**src/inc/bte_consts.svh**
```systemverilog
// register offsets, field positions, reset values and timing for the tester
`ifndef BTE_CONSTS_SVH
`define BTE_CONSTS_SVH

`define BTE_ADDR_W 8
`define BTE_OFF_CTRL 8'h00
`define BTE_OFF_CMD 8'h04
`define BTE_OFF_STAT 8'h08
`define BTE_OFF_SNAP 8'h0c
`define BTE_OFF_SNAP_END 8'h24
`define BTE_OFF_RATIO 8'h28
`define BTE_OFF_SAVED 8'h2c

`define BTE_CTRL_PAT_LSB 0
`define BTE_CTRL_DIR_BIT 4
`define BTE_CTRL_SEC_BIT 8

`define BTE_CMD_SAVE 0
`define BTE_CMD_UNDO 1
`define BTE_CMD_REFRESH 2
`define BTE_CMD_INJECT 3
`define BTE_CMD_RESTART 4

`define BTE_STAT_LOCK 0
`define BTE_STAT_LOOP 1
`define BTE_STAT_CONSECUTIVE_SEVERE_COUNT_ON 2
`define BTE_STAT_BUSY 3
`define BTE_STAT_SEC_AVAIL 4
`define BTE_STAT_LB_LSB 8

`define BTE_HIST_RST 20'hfffff
`define BTE_SYNC_GOOD 32
`define BTE_WIN_BITS 64
`define BTE_LOSS_ERRS 8
`define BTE_SEVERE_RUN 10
`define BTE_SEVERE_DEN 1000
`define BTE_QRSS_ZEROS 14
`define BTE_DIV_STEPS 32

`define BTE_SEC_NS 1000000000
`define BTE_CLK_NS 4

`endif

```
**src/inc/bte_pkg.sv**
```systemverilog
// types shared by the test engine
package bte_pkg;

  typedef enum logic [2:0] {
    PAT_OFF = 3'h0,
    PAT_MARK = 3'h1,
    PAT_SPACE = 3'h2,
    PAT_ALT = 3'h3,
    PAT_BYTE = 3'h4,
    PAT_P511 = 3'h5,
    PAT_P2047 = 3'h6,
    PAT_QRSS = 3'h7
  } bte_pat_t;

  typedef enum logic [1:0] {
    DV_IDLE = 2'b01,
    DV_RUN = 2'b10
  } bte_div_t;

  typedef struct packed {
    logic [2:0] sync1;
    logic [2:0] sync2;
    bte_pat_t pend_pat;
    logic pend_dir;
    logic pend_sec;
    bte_pat_t pat;
    logic dir;
    logic sec;
    logic [19:0] tx_hist;
    logic [19:0] rx_hist;
    logic [2:0] phase;
    logic inject;
    logic tx_bit;
    logic locked;
    logic [5:0] good_run;
    logic [5:0] win_cnt;
    logic [3:0] win_err;
    logic [27:0] sec_cnt;
    logic [31:0] sec_err;
    logic [31:0] sec_bits;
    logic sec_unlk;
    logic [3:0] sev_run;
    logic [3:0] ok_run;
    logic consecutive_severe_count_on;
    logic [6:0][31:0] stat;
    logic [6:0][31:0] snap;
    logic [31:0] ratio;
    bte_div_t dv_state;
    logic [32:0] dv_rem;
    logic [31:0] dv_den;
    logic [31:0] dv_q;
    logic [5:0] dv_n;
  } bte_state_t;

endpackage : bte_pkg

```
**src/bte_engine.sv**
```systemverilog
// bit error rate test engine with apb register access
// Notes on behaviour
// - patterns: off, ones, zeros, 1010, 0100-0000, 511, 2047, quasi-random.
// - network direction sends the pattern toward the wide-area network.
// - user direction sends the pattern toward the four-wire loop.
// - primary or secondary channel; secondary refused when the port has none.
// - lock flag shows the receiver is synchronised to the expected pattern.
// - every received bit differing from the expected bit while locked is counted.
// - errored seconds count seconds holding at least one bit error.
// - severe seconds count seconds whose error ratio exceeds one per thousand.
// - ten severe seconds in a row start the consecutive count, one per second.
// - ten non-severe seconds in a row stop the consecutive count.
// - seconds with the receiver out of lock are counted.
// - error ratio is bit errors divided by bits sent since the start.
// - whole seconds since the test started are counted.
// - loop status reads normal with signal present, else no signal.
// - inject command inverts exactly one transmitted pattern bit.
// - refresh takes a snapshot of all counters for reading; a refresh while the divider is busy is dropped.
// - settings act only when saved; undo restores the saved values.
`include "bte_consts.svh"

module bte_engine #(
  parameter int SEC_CYCLES = `BTE_SEC_NS / `BTE_CLK_NS
) (
  // clock and reset
  input wire logic pclk,
  input wire logic presetn,
  // apb slave
  input wire logic [`BTE_ADDR_W-1:0] paddr,
  input wire logic psel,
  input wire logic penable,
  input wire logic pwrite,
  input wire logic [31:0] pwdata,
  output logic [31:0] prdata,
  output logic pready,
  output logic pslverr,
  // card side, same clock
  input wire logic bit_strobe,
  input wire logic secondary_present,
  input wire logic [1:0] loopback_state,
  // line pins
  input wire logic rx_net_pin,
  input wire logic rx_user_pin,
  input wire logic loop_signal_pin,
  output logic tx_net_bit,
  output logic tx_net_en,
  output logic tx_user_bit,
  output logic tx_user_en,
  output logic tx_sec_sel,
  output logic test_lock,
  output logic loop_signal_status
);

  localparam logic [27:0] SEC_LAST = 28'(SEC_CYCLES - 1);

  bte_pkg::bte_state_t s_r;
  bte_pkg::bte_state_t s_nxt;

  function automatic logic [31:0] sat_inc(input logic [31:0] v);
    sat_inc = (v == 32'hffffffff) ? v : v + 32'h1;
  endfunction : sat_inc

  // next pattern bit from a history of earlier bits; the receiver uses the
  // same taps so it self-synchronises to a returned or remote pattern
  function automatic logic pat_bit(input bte_pkg::bte_pat_t p,
                                   input logic [19:0] h);
    case (p)
      bte_pkg::PAT_MARK: pat_bit = 1'b1;
      bte_pkg::PAT_ALT: pat_bit = ~h[0];
      bte_pkg::PAT_BYTE: pat_bit = h[7];
      bte_pkg::PAT_P511: pat_bit = h[8] ^ h[4];
      bte_pkg::PAT_P2047: pat_bit = h[10] ^ h[8];
      bte_pkg::PAT_QRSS: pat_bit = h[19] ^ h[16];
      default: pat_bit = 1'b0;
    endcase
  endfunction : pat_bit

  logic wr_en;
  logic rx_bit;
  logic running;
  logic tick;
  logic gen;
  logic err;
  logic severe;
  logic do_save;
  logic do_undo;
  logic do_refresh;
  logic do_inject;
  logic do_restart;
  logic [3:0] win_sum;
  logic [32:0] dv_shift;
  logic [41:0] err_scaled;

  always_comb begin
    s_nxt = s_r;
    wr_en = psel & penable & pwrite;
    do_save = 1'b0;
    do_undo = 1'b0;
    do_refresh = 1'b0;
    do_inject = 1'b0;
    do_restart = 1'b0;
    s_nxt.sync1 = {loop_signal_pin, rx_user_pin, rx_net_pin};
    s_nxt.sync2 = s_r.sync1;
    rx_bit = s_r.dir ? s_r.sync2[1] : s_r.sync2[0];
    running = s_r.pat != bte_pkg::PAT_OFF;
    tick = s_r.sec_cnt == SEC_LAST;
    gen = 1'b0;
    err = 1'b0;
    win_sum = 4'h0;
    err_scaled = 42'(s_r.sec_err) * 42'(`BTE_SEVERE_DEN);
    severe = err_scaled > 42'(s_r.sec_bits);
    dv_shift = {s_r.dv_rem[31:0], 1'b0};

    // register writes: control is only a pending copy until saved
    if (wr_en && paddr == `BTE_OFF_CTRL) begin
      s_nxt.pend_pat = bte_pkg::bte_pat_t'(pwdata[`BTE_CTRL_PAT_LSB +: 3]);
      s_nxt.pend_dir = pwdata[`BTE_CTRL_DIR_BIT];
      s_nxt.pend_sec = pwdata[`BTE_CTRL_SEC_BIT];
    end else if (wr_en && paddr == `BTE_OFF_CMD) begin
      do_save = pwdata[`BTE_CMD_SAVE];
      do_undo = pwdata[`BTE_CMD_UNDO];
      do_refresh = pwdata[`BTE_CMD_REFRESH];
      do_inject = pwdata[`BTE_CMD_INJECT];
      do_restart = pwdata[`BTE_CMD_RESTART];
    end

    // one-second divider free-runs on the card clock
    // save and restart zero it, so every test starts on a whole second
    s_nxt.sec_cnt = tick ? 28'h0 : s_r.sec_cnt + 28'h1;

    // transmit side
    // the history keeps raw bits so zero suppression never bends the sequence
    if (bit_strobe && running) begin
      if (s_r.pat == bte_pkg::PAT_BYTE) begin
        gen = s_r.phase == 3'h1;
      end else begin
        gen = pat_bit(s_r.pat, s_r.tx_hist);
      end
      s_nxt.tx_hist = {s_r.tx_hist[18:0], gen};
      s_nxt.phase = s_r.phase + 3'h1;
      if (s_r.pat == bte_pkg::PAT_QRSS &&
          {s_r.tx_hist[`BTE_QRSS_ZEROS-2:0], gen} == '0) begin
        gen = 1'b1;
      end
      s_nxt.tx_bit = gen ^ s_r.inject;
      s_nxt.inject = 1'b0;
    end
    if (do_inject && running) begin
      s_nxt.inject = 1'b1;
    end

    // receive side: errors are only trusted once locked
    // lock needs a clean run; loss needs a dense burst within one window
    if (bit_strobe && running) begin
      err = rx_bit ^ pat_bit(s_r.pat, s_r.rx_hist);
      s_nxt.rx_hist = {s_r.rx_hist[18:0], rx_bit};
      s_nxt.stat[6] = sat_inc(s_r.stat[6]);
      s_nxt.sec_bits = sat_inc(s_r.sec_bits);
      if (!s_r.locked) begin
        s_nxt.sec_unlk = 1'b1;
        s_nxt.good_run = err ? 6'h0 : s_r.good_run + 6'h1;
        if (!err && s_r.good_run == 6'(`BTE_SYNC_GOOD - 1)) begin
          s_nxt.locked = 1'b1;
          s_nxt.win_cnt = 6'h0;
          s_nxt.win_err = 4'h0;
        end
      end else begin
        win_sum = s_r.win_err + {3'h0, err};
        s_nxt.win_cnt = s_r.win_cnt + 6'h1;
        s_nxt.win_err = (s_r.win_cnt == 6'(`BTE_WIN_BITS - 1)) ? 4'h0 : win_sum;
        if (win_sum == 4'(`BTE_LOSS_ERRS)) begin
          s_nxt.locked = 1'b0;
          s_nxt.good_run = 6'h0;
        end
        if (err) begin
          s_nxt.stat[0] = sat_inc(s_r.stat[0]);
          s_nxt.sec_err = sat_inc(s_r.sec_err);
        end
      end
    end

    // per-second statistics
    if (tick && running) begin
      s_nxt.stat[5] = sat_inc(s_r.stat[5]);
      if (s_r.sec_err != 32'h0) begin
        s_nxt.stat[1] = sat_inc(s_r.stat[1]);
      end
      if (severe) begin
        s_nxt.stat[2] = sat_inc(s_r.stat[2]);
      end
      if (s_r.sec_unlk || !s_r.locked) begin
        s_nxt.stat[4] = sat_inc(s_r.stat[4]);
      end
      // a run holds at its limit while it grows; the other kind clears it
      s_nxt.sev_run = severe ? s_r.sev_run + 4'h1 : 4'h0;
      s_nxt.ok_run = severe ? 4'h0 : s_r.ok_run + 4'h1;
      if (severe && s_r.sev_run == 4'(`BTE_SEVERE_RUN)) begin
        s_nxt.sev_run = s_r.sev_run;
      end
      if (!severe && s_r.ok_run == 4'(`BTE_SEVERE_RUN)) begin
        s_nxt.ok_run = s_r.ok_run;
      end
      if (!s_r.consecutive_severe_count_on && severe &&
          s_r.sev_run == 4'(`BTE_SEVERE_RUN - 1)) begin
        s_nxt.consecutive_severe_count_on = 1'b1;
      end
      if (s_r.consecutive_severe_count_on && !severe &&
          s_r.ok_run == 4'(`BTE_SEVERE_RUN - 1)) begin
        s_nxt.consecutive_severe_count_on = 1'b0;
      end
      if (s_r.consecutive_severe_count_on) begin
        s_nxt.stat[3] = sat_inc(s_r.stat[3]);
      end
      // the strobe on the tick edge already belongs to the new second
      s_nxt.sec_err = {31'h0, bit_strobe & s_r.locked & err};
      s_nxt.sec_bits = {31'h0, bit_strobe};
      s_nxt.sec_unlk = bit_strobe & ~s_r.locked;
    end

    // serial divider for the ratio, 2^-32 units, one quotient bit a cycle
    // a refresh while busy is dropped so snapshot and ratio stay paired
    case (s_r.dv_state)
      bte_pkg::DV_IDLE: begin
        if (do_refresh) begin
          s_nxt.snap = s_r.stat;
          s_nxt.dv_rem = {1'b0, s_r.stat[0]};
          s_nxt.dv_den = s_r.stat[6];
          s_nxt.dv_q = 32'h0;
          s_nxt.dv_n = 6'h0;
          if (s_r.stat[6] == 32'h0) begin
            s_nxt.ratio = 32'h0;
          end else if (s_r.stat[0] >= s_r.stat[6]) begin
            s_nxt.ratio = 32'hffffffff;
          end else begin
            s_nxt.dv_state = bte_pkg::DV_RUN;
          end
        end
      end
      bte_pkg::DV_RUN: begin
        if (dv_shift >= {1'b0, s_r.dv_den}) begin
          s_nxt.dv_rem = dv_shift - {1'b0, s_r.dv_den};
          s_nxt.dv_q = {s_r.dv_q[30:0], 1'b1};
        end else begin
          s_nxt.dv_rem = dv_shift;
          s_nxt.dv_q = {s_r.dv_q[30:0], 1'b0};
        end
        s_nxt.dv_n = s_r.dv_n + 6'h1;
        if (s_r.dv_n == 6'(`BTE_DIV_STEPS - 1)) begin
          s_nxt.ratio = s_nxt.dv_q;
          s_nxt.dv_state = bte_pkg::DV_IDLE;
        end
      end
      default: s_nxt.dv_state = bte_pkg::DV_IDLE;
    endcase

    // settings commands; save also starts a fresh test
    if (do_undo) begin
      s_nxt.pend_pat = s_r.pat;
      s_nxt.pend_dir = s_r.dir;
      s_nxt.pend_sec = s_r.sec;
    end else if (do_save) begin
      s_nxt.pat = s_r.pend_pat;
      s_nxt.dir = s_r.pend_dir;
      s_nxt.sec = s_r.pend_sec & secondary_present;
      // the pending copy is masked too, so a read-back shows what is in force
      s_nxt.pend_sec = s_r.pend_sec & secondary_present;
    end
    if (do_save || do_restart) begin
      s_nxt.stat = '0;
      s_nxt.sec_err = 32'h0;
      s_nxt.sec_bits = 32'h0;
      s_nxt.sec_unlk = 1'b0;
      s_nxt.sev_run = 4'h0;
      s_nxt.ok_run = 4'h0;
      s_nxt.consecutive_severe_count_on = 1'b0;
      s_nxt.locked = 1'b0;
      s_nxt.good_run = 6'h0;
      s_nxt.tx_hist = `BTE_HIST_RST;
      s_nxt.phase = 3'h0;
      s_nxt.inject = 1'b0;
      s_nxt.sec_cnt = 28'h0;
    end
  end

  always_ff @(posedge pclk or negedge presetn) begin
    if (!presetn) begin
      // enum fields get legal codes; a plain zero fill would leave dv_state illegal
      s_r <= '0;
      s_r.pend_pat <= bte_pkg::PAT_OFF;
      s_r.pat <= bte_pkg::PAT_OFF;
      s_r.tx_hist <= `BTE_HIST_RST;
      s_r.dv_state <= bte_pkg::DV_IDLE;
    end else begin
      s_r <= s_nxt;
    end
  end

  // apb read path; unmapped addresses answer with an error
  // a live mux of paddr: only meaningful in the access phase
  always_comb begin
    prdata = 32'h0;
    pslverr = 1'b0;
    if (paddr == `BTE_OFF_CTRL) begin
      prdata[`BTE_CTRL_PAT_LSB +: 3] = s_r.pend_pat;
      prdata[`BTE_CTRL_DIR_BIT] = s_r.pend_dir;
      prdata[`BTE_CTRL_SEC_BIT] = s_r.pend_sec;
    end else if (paddr == `BTE_OFF_SAVED) begin
      prdata[`BTE_CTRL_PAT_LSB +: 3] = s_r.pat;
      prdata[`BTE_CTRL_DIR_BIT] = s_r.dir;
      prdata[`BTE_CTRL_SEC_BIT] = s_r.sec;
    end else if (paddr == `BTE_OFF_CMD) begin
      prdata = 32'h0;
    end else if (paddr == `BTE_OFF_STAT) begin
      prdata[`BTE_STAT_LOCK] = s_r.locked;
      prdata[`BTE_STAT_LOOP] = s_r.sync2[2];
      prdata[`BTE_STAT_CONSECUTIVE_SEVERE_COUNT_ON] = s_r.consecutive_severe_count_on;
      prdata[`BTE_STAT_BUSY] = s_r.dv_state == bte_pkg::DV_RUN;
      prdata[`BTE_STAT_SEC_AVAIL] = secondary_present;
      prdata[`BTE_STAT_LB_LSB +: 2] = loopback_state;
    end else if (paddr >= `BTE_OFF_SNAP && paddr <= `BTE_OFF_SNAP_END &&
                 paddr[1:0] == 2'h0) begin
      prdata = s_r.snap[3'((paddr - `BTE_OFF_SNAP) >> 2)];
    end else if (paddr == `BTE_OFF_RATIO) begin
      prdata = s_r.ratio;
    end else begin
      pslverr = psel & penable;
    end
  end

  assign pready = 1'b1;
  // the idle line holds the last bit; enables mark which side is driven
  assign tx_net_bit = s_r.tx_bit;
  assign tx_user_bit = s_r.tx_bit;
  assign tx_net_en = (s_r.pat != bte_pkg::PAT_OFF) & ~s_r.dir;
  assign tx_user_en = (s_r.pat != bte_pkg::PAT_OFF) & s_r.dir;
  assign tx_sec_sel = s_r.sec;
  assign test_lock = s_r.locked;
  assign loop_signal_status = s_r.sync2[2];

endmodule : bte_engine

```
**config.mk**
```make
export PLATFORM = sky130hd
export DESIGN_NAME = bte_engine
export DESIGN_NICKNAME = d
export VERILOG_FILES = /design/src/inc/bte_pkg.sv /design/src/bte_engine.sv
export VERILOG_INCLUDE_DIRS = /design/src /design/src/inc
export SDC_FILE = /design/constraint.sdc
export NUM_CORES = 2
export LEC_CHECK = 0
export BUFFER_PORTS_ARGS = -buffer_cell sky130_fd_sc_hd__buf_2
export CAP_MARGIN = 20
export CORE_MARGIN = 2
export CORE_UTILIZATION = 55
export CTS_CLUSTER_SIZE = 16
export DETAILED_ROUTE_END_ITERATION = 16
export PLACE_DENSITY = 0.82
export SYNTH_ARGS = -nofsm -noshare
export SYNTH_HDL_FRONTEND = slang
export SYNTH_SLANG_ARGS = --single-unit
```
**constraint.sdc**
```tcl
create_clock -name pclk -period 13.82 [get_ports pclk]
set_clock_uncertainty 0.1 [all_clocks]
set_input_delay 0.691 -clock pclk [delete_from_list [all_inputs] [get_ports pclk]]
set_output_delay 0.691 -clock pclk [all_outputs]
set_load 0.05 [all_outputs]
```
* Yosys cells after proc, flatten, opt, wreduce, memory -nomap -nowiden *
Cells that the tools add are included.

word-level totals
  register bits after elaboration = 731
  bits of input ports = 52
  output and inout bits = 41

operators by class
  order comparisons = 6
  muxes and demuxes = 106
  $mul = 1
  add/subtract/negate cells = 19
  reduce and logical (&&, ||, !) cells = 64
  bitwise operators = 21
  equal/unequal tests = 49

operators with widths
  cell                                                                  count
  32-bit two-way mux                                                    26
  326-bit two-way mux                                                   1
  32-bit by 1-bit adder with 32-bit output, second input constant       9
  32-bit equality test, second input constant                           9
  160-bit two-way mux                                                   1
  137-bit two-way mux                                                   1
  32-bit one-hot mux with 2 select lines                                2
  32-bit binary-select mux with 3-bit select                            1
  74-bit two-way mux                                                    1
  37-bit one-hot mux with 2 select lines                                1
  65-bit two-way mux                                                    1
  23-bit two-way mux                                                    2
  42-bit by 32-bit > comparator with 1-bit output                       1
  20-bit two-way mux                                                    2
  32-bit by 7-bit multiplier with 39-bit output, second input constant  1
  1-bit two-way mux                                                     36
  17-bit two-way mux                                                    2
  34-bit two-way mux                                                    1
  33-bit by 32-bit greater-or-equal comparator with 1-bit output        1
  32-bit greater-or-equal comparator                                    1
  32-bit zero test                                                      1
  32-bit nonzero test                                                   1
  32-bit subtractor                                                     1
  28-bit by 1-bit adder with 28-bit output, second input constant       1
  50 further kinds                                                      162

* Depth between registers and ports, before layout *
  depth after elaboration = 12
  mapped depth = 32
  gate-level depth less buffers = 30

* Worst setup path before layout *
OpenSTA, ideal clock, no wires.

  path type = flip-flop to flip-flop
  start point = register s_r[629] in the netlist's numbering
  end point = register s_r[588] in the netlist's numbering
  period minus slack after synthesis = 7.496 ns
  stages on the path, launching flop included = 29
  path buffers = 0
  setup time = 0.078 ns
  data arrival time = 7.318 ns
  setup slack = 6.324 ns
  cells stage by stage = dfrtp_1 -> inv_1 -> fa_1 -> fa_1 -> fa_1 -> fa_1 -> inv_1 -> ha_1 -> o211a_1 -> o311a_1 -> o41ai_1 -> and2_1 -> o21a_1 -> o21ai_0 -> a21o_1 -> a21oi_1 -> xnor2_1 -> ha_1 -> nand4_1 -> nor4_1 -> nand3b_1 -> a221oi_1 -> o2111ai_1 -> nor4_1 -> nand4_1 -> nor4_4 -> or3b_1 -> or3b_1 -> a21oi_1

between the ends
  longest elaborated chain between the ends = 6
  elaborated cells between the ends (all ways) = 10

ends and longest elaborated chain
  element                                                                                 line                                  RTL
  from (decl)                                                                             bte_engine.sv:56                      bte_pkg::bte_state_t s_r;
  from (signal assigned)                                                                  bte_engine.sv:294                     s_r <= s_nxt;
  32-bit by 7-bit multiplier with 39-bit output *                                         bte_engine.sv:110                     err_scaled = 42'(s_r.sec_err) * 42'(`BTE_SEVERE_DEN);
  42-bit by 32-bit > comparator with 1-bit output *                                       bte_engine.sv:111                     severe = err_scaled > 42'(s_r.sec_bits);
  4-bit two-way mux or 1-bit zero test (tied branches)                                    bte_engine.sv:196, bte_engine.sv:200
  4-bit two-way mux or 1-bit logical AND (tied branches)                                  bte_engine.sv:200                     if (!severe && s_r.ok_run == 4'(`BTE_SEVERE_RUN)) begin
  74-bit two-way mux or 2-bit by 1-bit inequality test with 1-bit output (tied branches)  --
  326-bit two-way mux or 2-bit AND reduction (tied branches)                              --

Every way passes the cells marked *; elsewhere a longest branch is shown, timed or not. The select of a mux whose other input is x is not followed.
A chain may end at the register's enable or synchronous reset.

* Worst setup path in the final report *
  start point = register s_r[627] in the netlist's numbering
  end point = register s_r[446] in the netlist's numbering

between the ends
  longest elaborated chain between the ends = 4

ends and longest elaborated chain
  element                                          line
  32-bit by 7-bit multiplier with 39-bit output    bte_engine.sv:110
  42-bit by 32-bit > comparator with 1-bit output  bte_engine.sv:111
  2-bit nonzero test (no line)                     --
  3-bit AND reduction (no line)                    --

Every way passes these cells.

==> results.yml <==
outcome:
  status: "finished clean"
sta:
  finalSetupTns_ns: 0
  finalSetupViolCount: 0
  maxSlewViolCount: 0
  rsz0062_at_grt: "false"
  maxSlewHeadroom_pct: 25.0
  finalHoldViolCount: 0
  timing.fmax_mhz: 112
  postLayoutSetupSlackWorst_ns: 4.88
  min_period_over_period_pct: 64.7
  min_period_ns: 8.94
  worst_pin_slew_ns: 1.12
routing:
  drt_iter0_drc: 3872
  via_per_inst: 5.94
  drc: 0
  wl_per_cell_um: 19.1
  vias: 35500
  drt-pass1-iter-count: 8
  wirelength_um: 114000
  final_antenna_net_count: 0
power:
  switching_share_pct: 24.0
  p_leak_uw: 0.0226
  p_total_uw: 4490
  p_seq_share_pct: 48.6
  ir_worst_vdd_mv: 0.108
  clockPowerShare_pct: 47.0
  power.density_mw_per_mm2: 94.3
  p_sw_uw: 1080
  intPower_uw: 3410
  power_frac_comb_pct: 4.4
clock_tree:
  post_cts_buffers: 0
  numCtsBuffers: 80
  cts_tree: "done"
  clock_path_buffers: 3
  clkSlewWorstSetupHoldPaths_ns: 0.06
  htreeDepth: 3
  clockRootBuffer: "clkbuf_16"
  cts.repair.resized: 0
  numClockSinks: 731
  postCtsHoldBufs: 0
  clock_latency_ns: 0.65
yosys:
  syn_nets: 5266
  seq_area_frac_synth_pct: 41.9
  synth_top_cell_by_area: "dfrtp_1"
  ys_ff_latch: 731
  synthCells: 4873
  synth_edf_count: 0
  synth.distinct_cells: 81
  avgSynthCellArea_um2: 8.97
  yosys-top-cells-area: "dfrtp_1, nand2_1, ha_1"
  netlist_area_mm2: 0.0437
  synth_top_area_share_pct: 40.6
  async_flop_share_pct: 100
  synth_ff_type: "dfrtp_1"
  yosysWarnings: 0
floorplanning:
  rows: 103
  die_area_mm2: 0.0817
  start_util_pct: 55.4
  die_w_um: 286
  coreArea_mm2: 0.0789
  pin_count: 93
  die_y_um: 286
finish:
  layout_commonest_cell: "nand2_1"
  final_nets: 5258
  final_area_mm2: 0.0476
  drive_gt1_share_pct: 7.27
  most-common-layout-cells: "nand2_1, dfrtp_1, nor2_1"
  diodes: 0
  instances_no_fill: 5972
  area_growth_pct: 8.93
worst_setup_path:
  cp_max_fo: 31
  cpPeakStageDelay_ns: 0.80
  worstPathArrival_ns: 9.34
  crit_slowest_cell: "or2_1"
  crit_start: "s_r[627]"
  cp.required_ns: 14.22
  crit_buf_inv: 3
  worstSetupPathType: "reg -> reg"
  cp-end-kind: "register"
  r2r_start: "s_r[627]"
  start_kind: "register"
  cpLargestDelayFamily: "simple AND/OR/NAND/NOR gates"
global_route:
  first_global_vias: 34100
  grt_antenna_before_repair: 5
  grt.total_usage_pct: 27.7
  grt_pass1_wl_um: 182000
  grt_max_degree: 196
  gr-total-overflow: 0
placed_design:
  place_hpwl_um: 80200
  place_congestion: 0.953
  portBuffers: 65
  dpl_cell_area_mm2: 0.0450
  placed_cells: 5829
  dp_slack_ns: 5.08
worst_hold_path:
  hold_path_class: "in -> async"
run:
  max_cap_viol_count: 0
through the flow:
step / utilization (%) / hold slack, ns
5_1_grt: 60.4 / 0.0498
6_report: 60.4 / 0.0404
3_5_place_dp: 57.1 / 0.236
2_1_floorplan: - / 0.231
3_3_place_gp: 57.1 / 0.231
4_1_cts: 60.3 / 0.0394
path summary, 6_finish.rpt:
check,to,slack (ns),cells after the start
min in group pclk,s_nxt[761],0.05,1
max in group asynchronous,s_r[103],10.80,5
hold reg to reg,loop_signal_status,0.25,0
hold / removal,s_r[259],0.04,1
setup / recovery,s_r[446],4.88,30
setup reg to reg,s_r[446],4.88,30
cell families after synthesis:
group                      after synthesis  synth area share [%]
other                                    1               0.00858
AOI/OAI and AO/OA                      663                  9.36
xor gates and xnor gates               312                  6.28
muxes                                  131                  4.03
DFF                                    731                  41.9
adders and majority gates              341                  11.8
and+or+nand+nor                       2180                  22.2
buffers and inverters                  514                  4.45
metal layers:
| metal | track usage [%] | routed length [um] | vias to the layer above |
|---|---|---|---|
| li1 | - | - | 16400 |
| met3 | 4.85 | 8390 | 267 |
| met5 | 0 | 59 | - |
| met2 | 43.5 | 52700 | 1384 |
| met1 | 38.4 | 48100 | 17400 |
| met4 | 11.3 | 4550 | 8 |
synthesized netlist by cell type, types with 8 or more instances:
master / n
nand2_1: 1060
dfrtp_1: 710
nor2_1: 493
inv_1: 316
ha_1: 223
a21oi_1: 194
o21ai_0: 177
xnor2_1: 169
clkbuf_1: 163
nand3_1: 162
xor2_1: 142
fa_1: 118
nand4_1: 94
and3_1: 62
mux2i_1: 58
nor3_1: 58
a211oi_1: 46
or3_1: 45
mux2_2: 41
a31oi_1: 40
o211ai_1: 37
nor4_1: 36
a21o_1: 33
and4_1: 32
mux4_2: 32
buf_1: 26
and2_1: 24
nand2b_1: 24
nor2b_1: 23
dfstp_2: 21
or4_1: 17
o21a_1: 16
o31ai_1: 15
o21bai_1: 13
or2_2: 11
a221oi_1: 10
nand3b_1: 8
o21ai_1: 8
area by class of cell:
| cell class | count | area, um^2 |
|---|---|---|
| fill | 6414 | 31300 |
| multi-input combinational | 3628 | 23500 |
| sequential | 731 | 18300 |
| clock buffer | 109 | 2220 |
| tap | 1050 | 1310 |
| inverter | 316 | 1190 |
| timing repair buffer | 108 | 728 |
| clock inverter | 30 | 312 |
registers in the layout (all words and copies together) (netlist names):
name / cells
dv_shift: 32
loop_signal_status: 1
s_nxt: 3
s_r: 692
test_lock: 1
tx_net_bit: 1
tx_sec_sel: 1
power groups by stage:
stage	logic, uW	clock network (uW)	registers [uW]
5_1_grt	220	2220	2190
6_report	198	2110	2180
3_5_place_dp	196	0	2220
2_1_floorplan	111	0	2220
3_3_place_gp	192	0	2220
4_1_cts	198	2130	2180
Power figures use the tool's default switching activity.
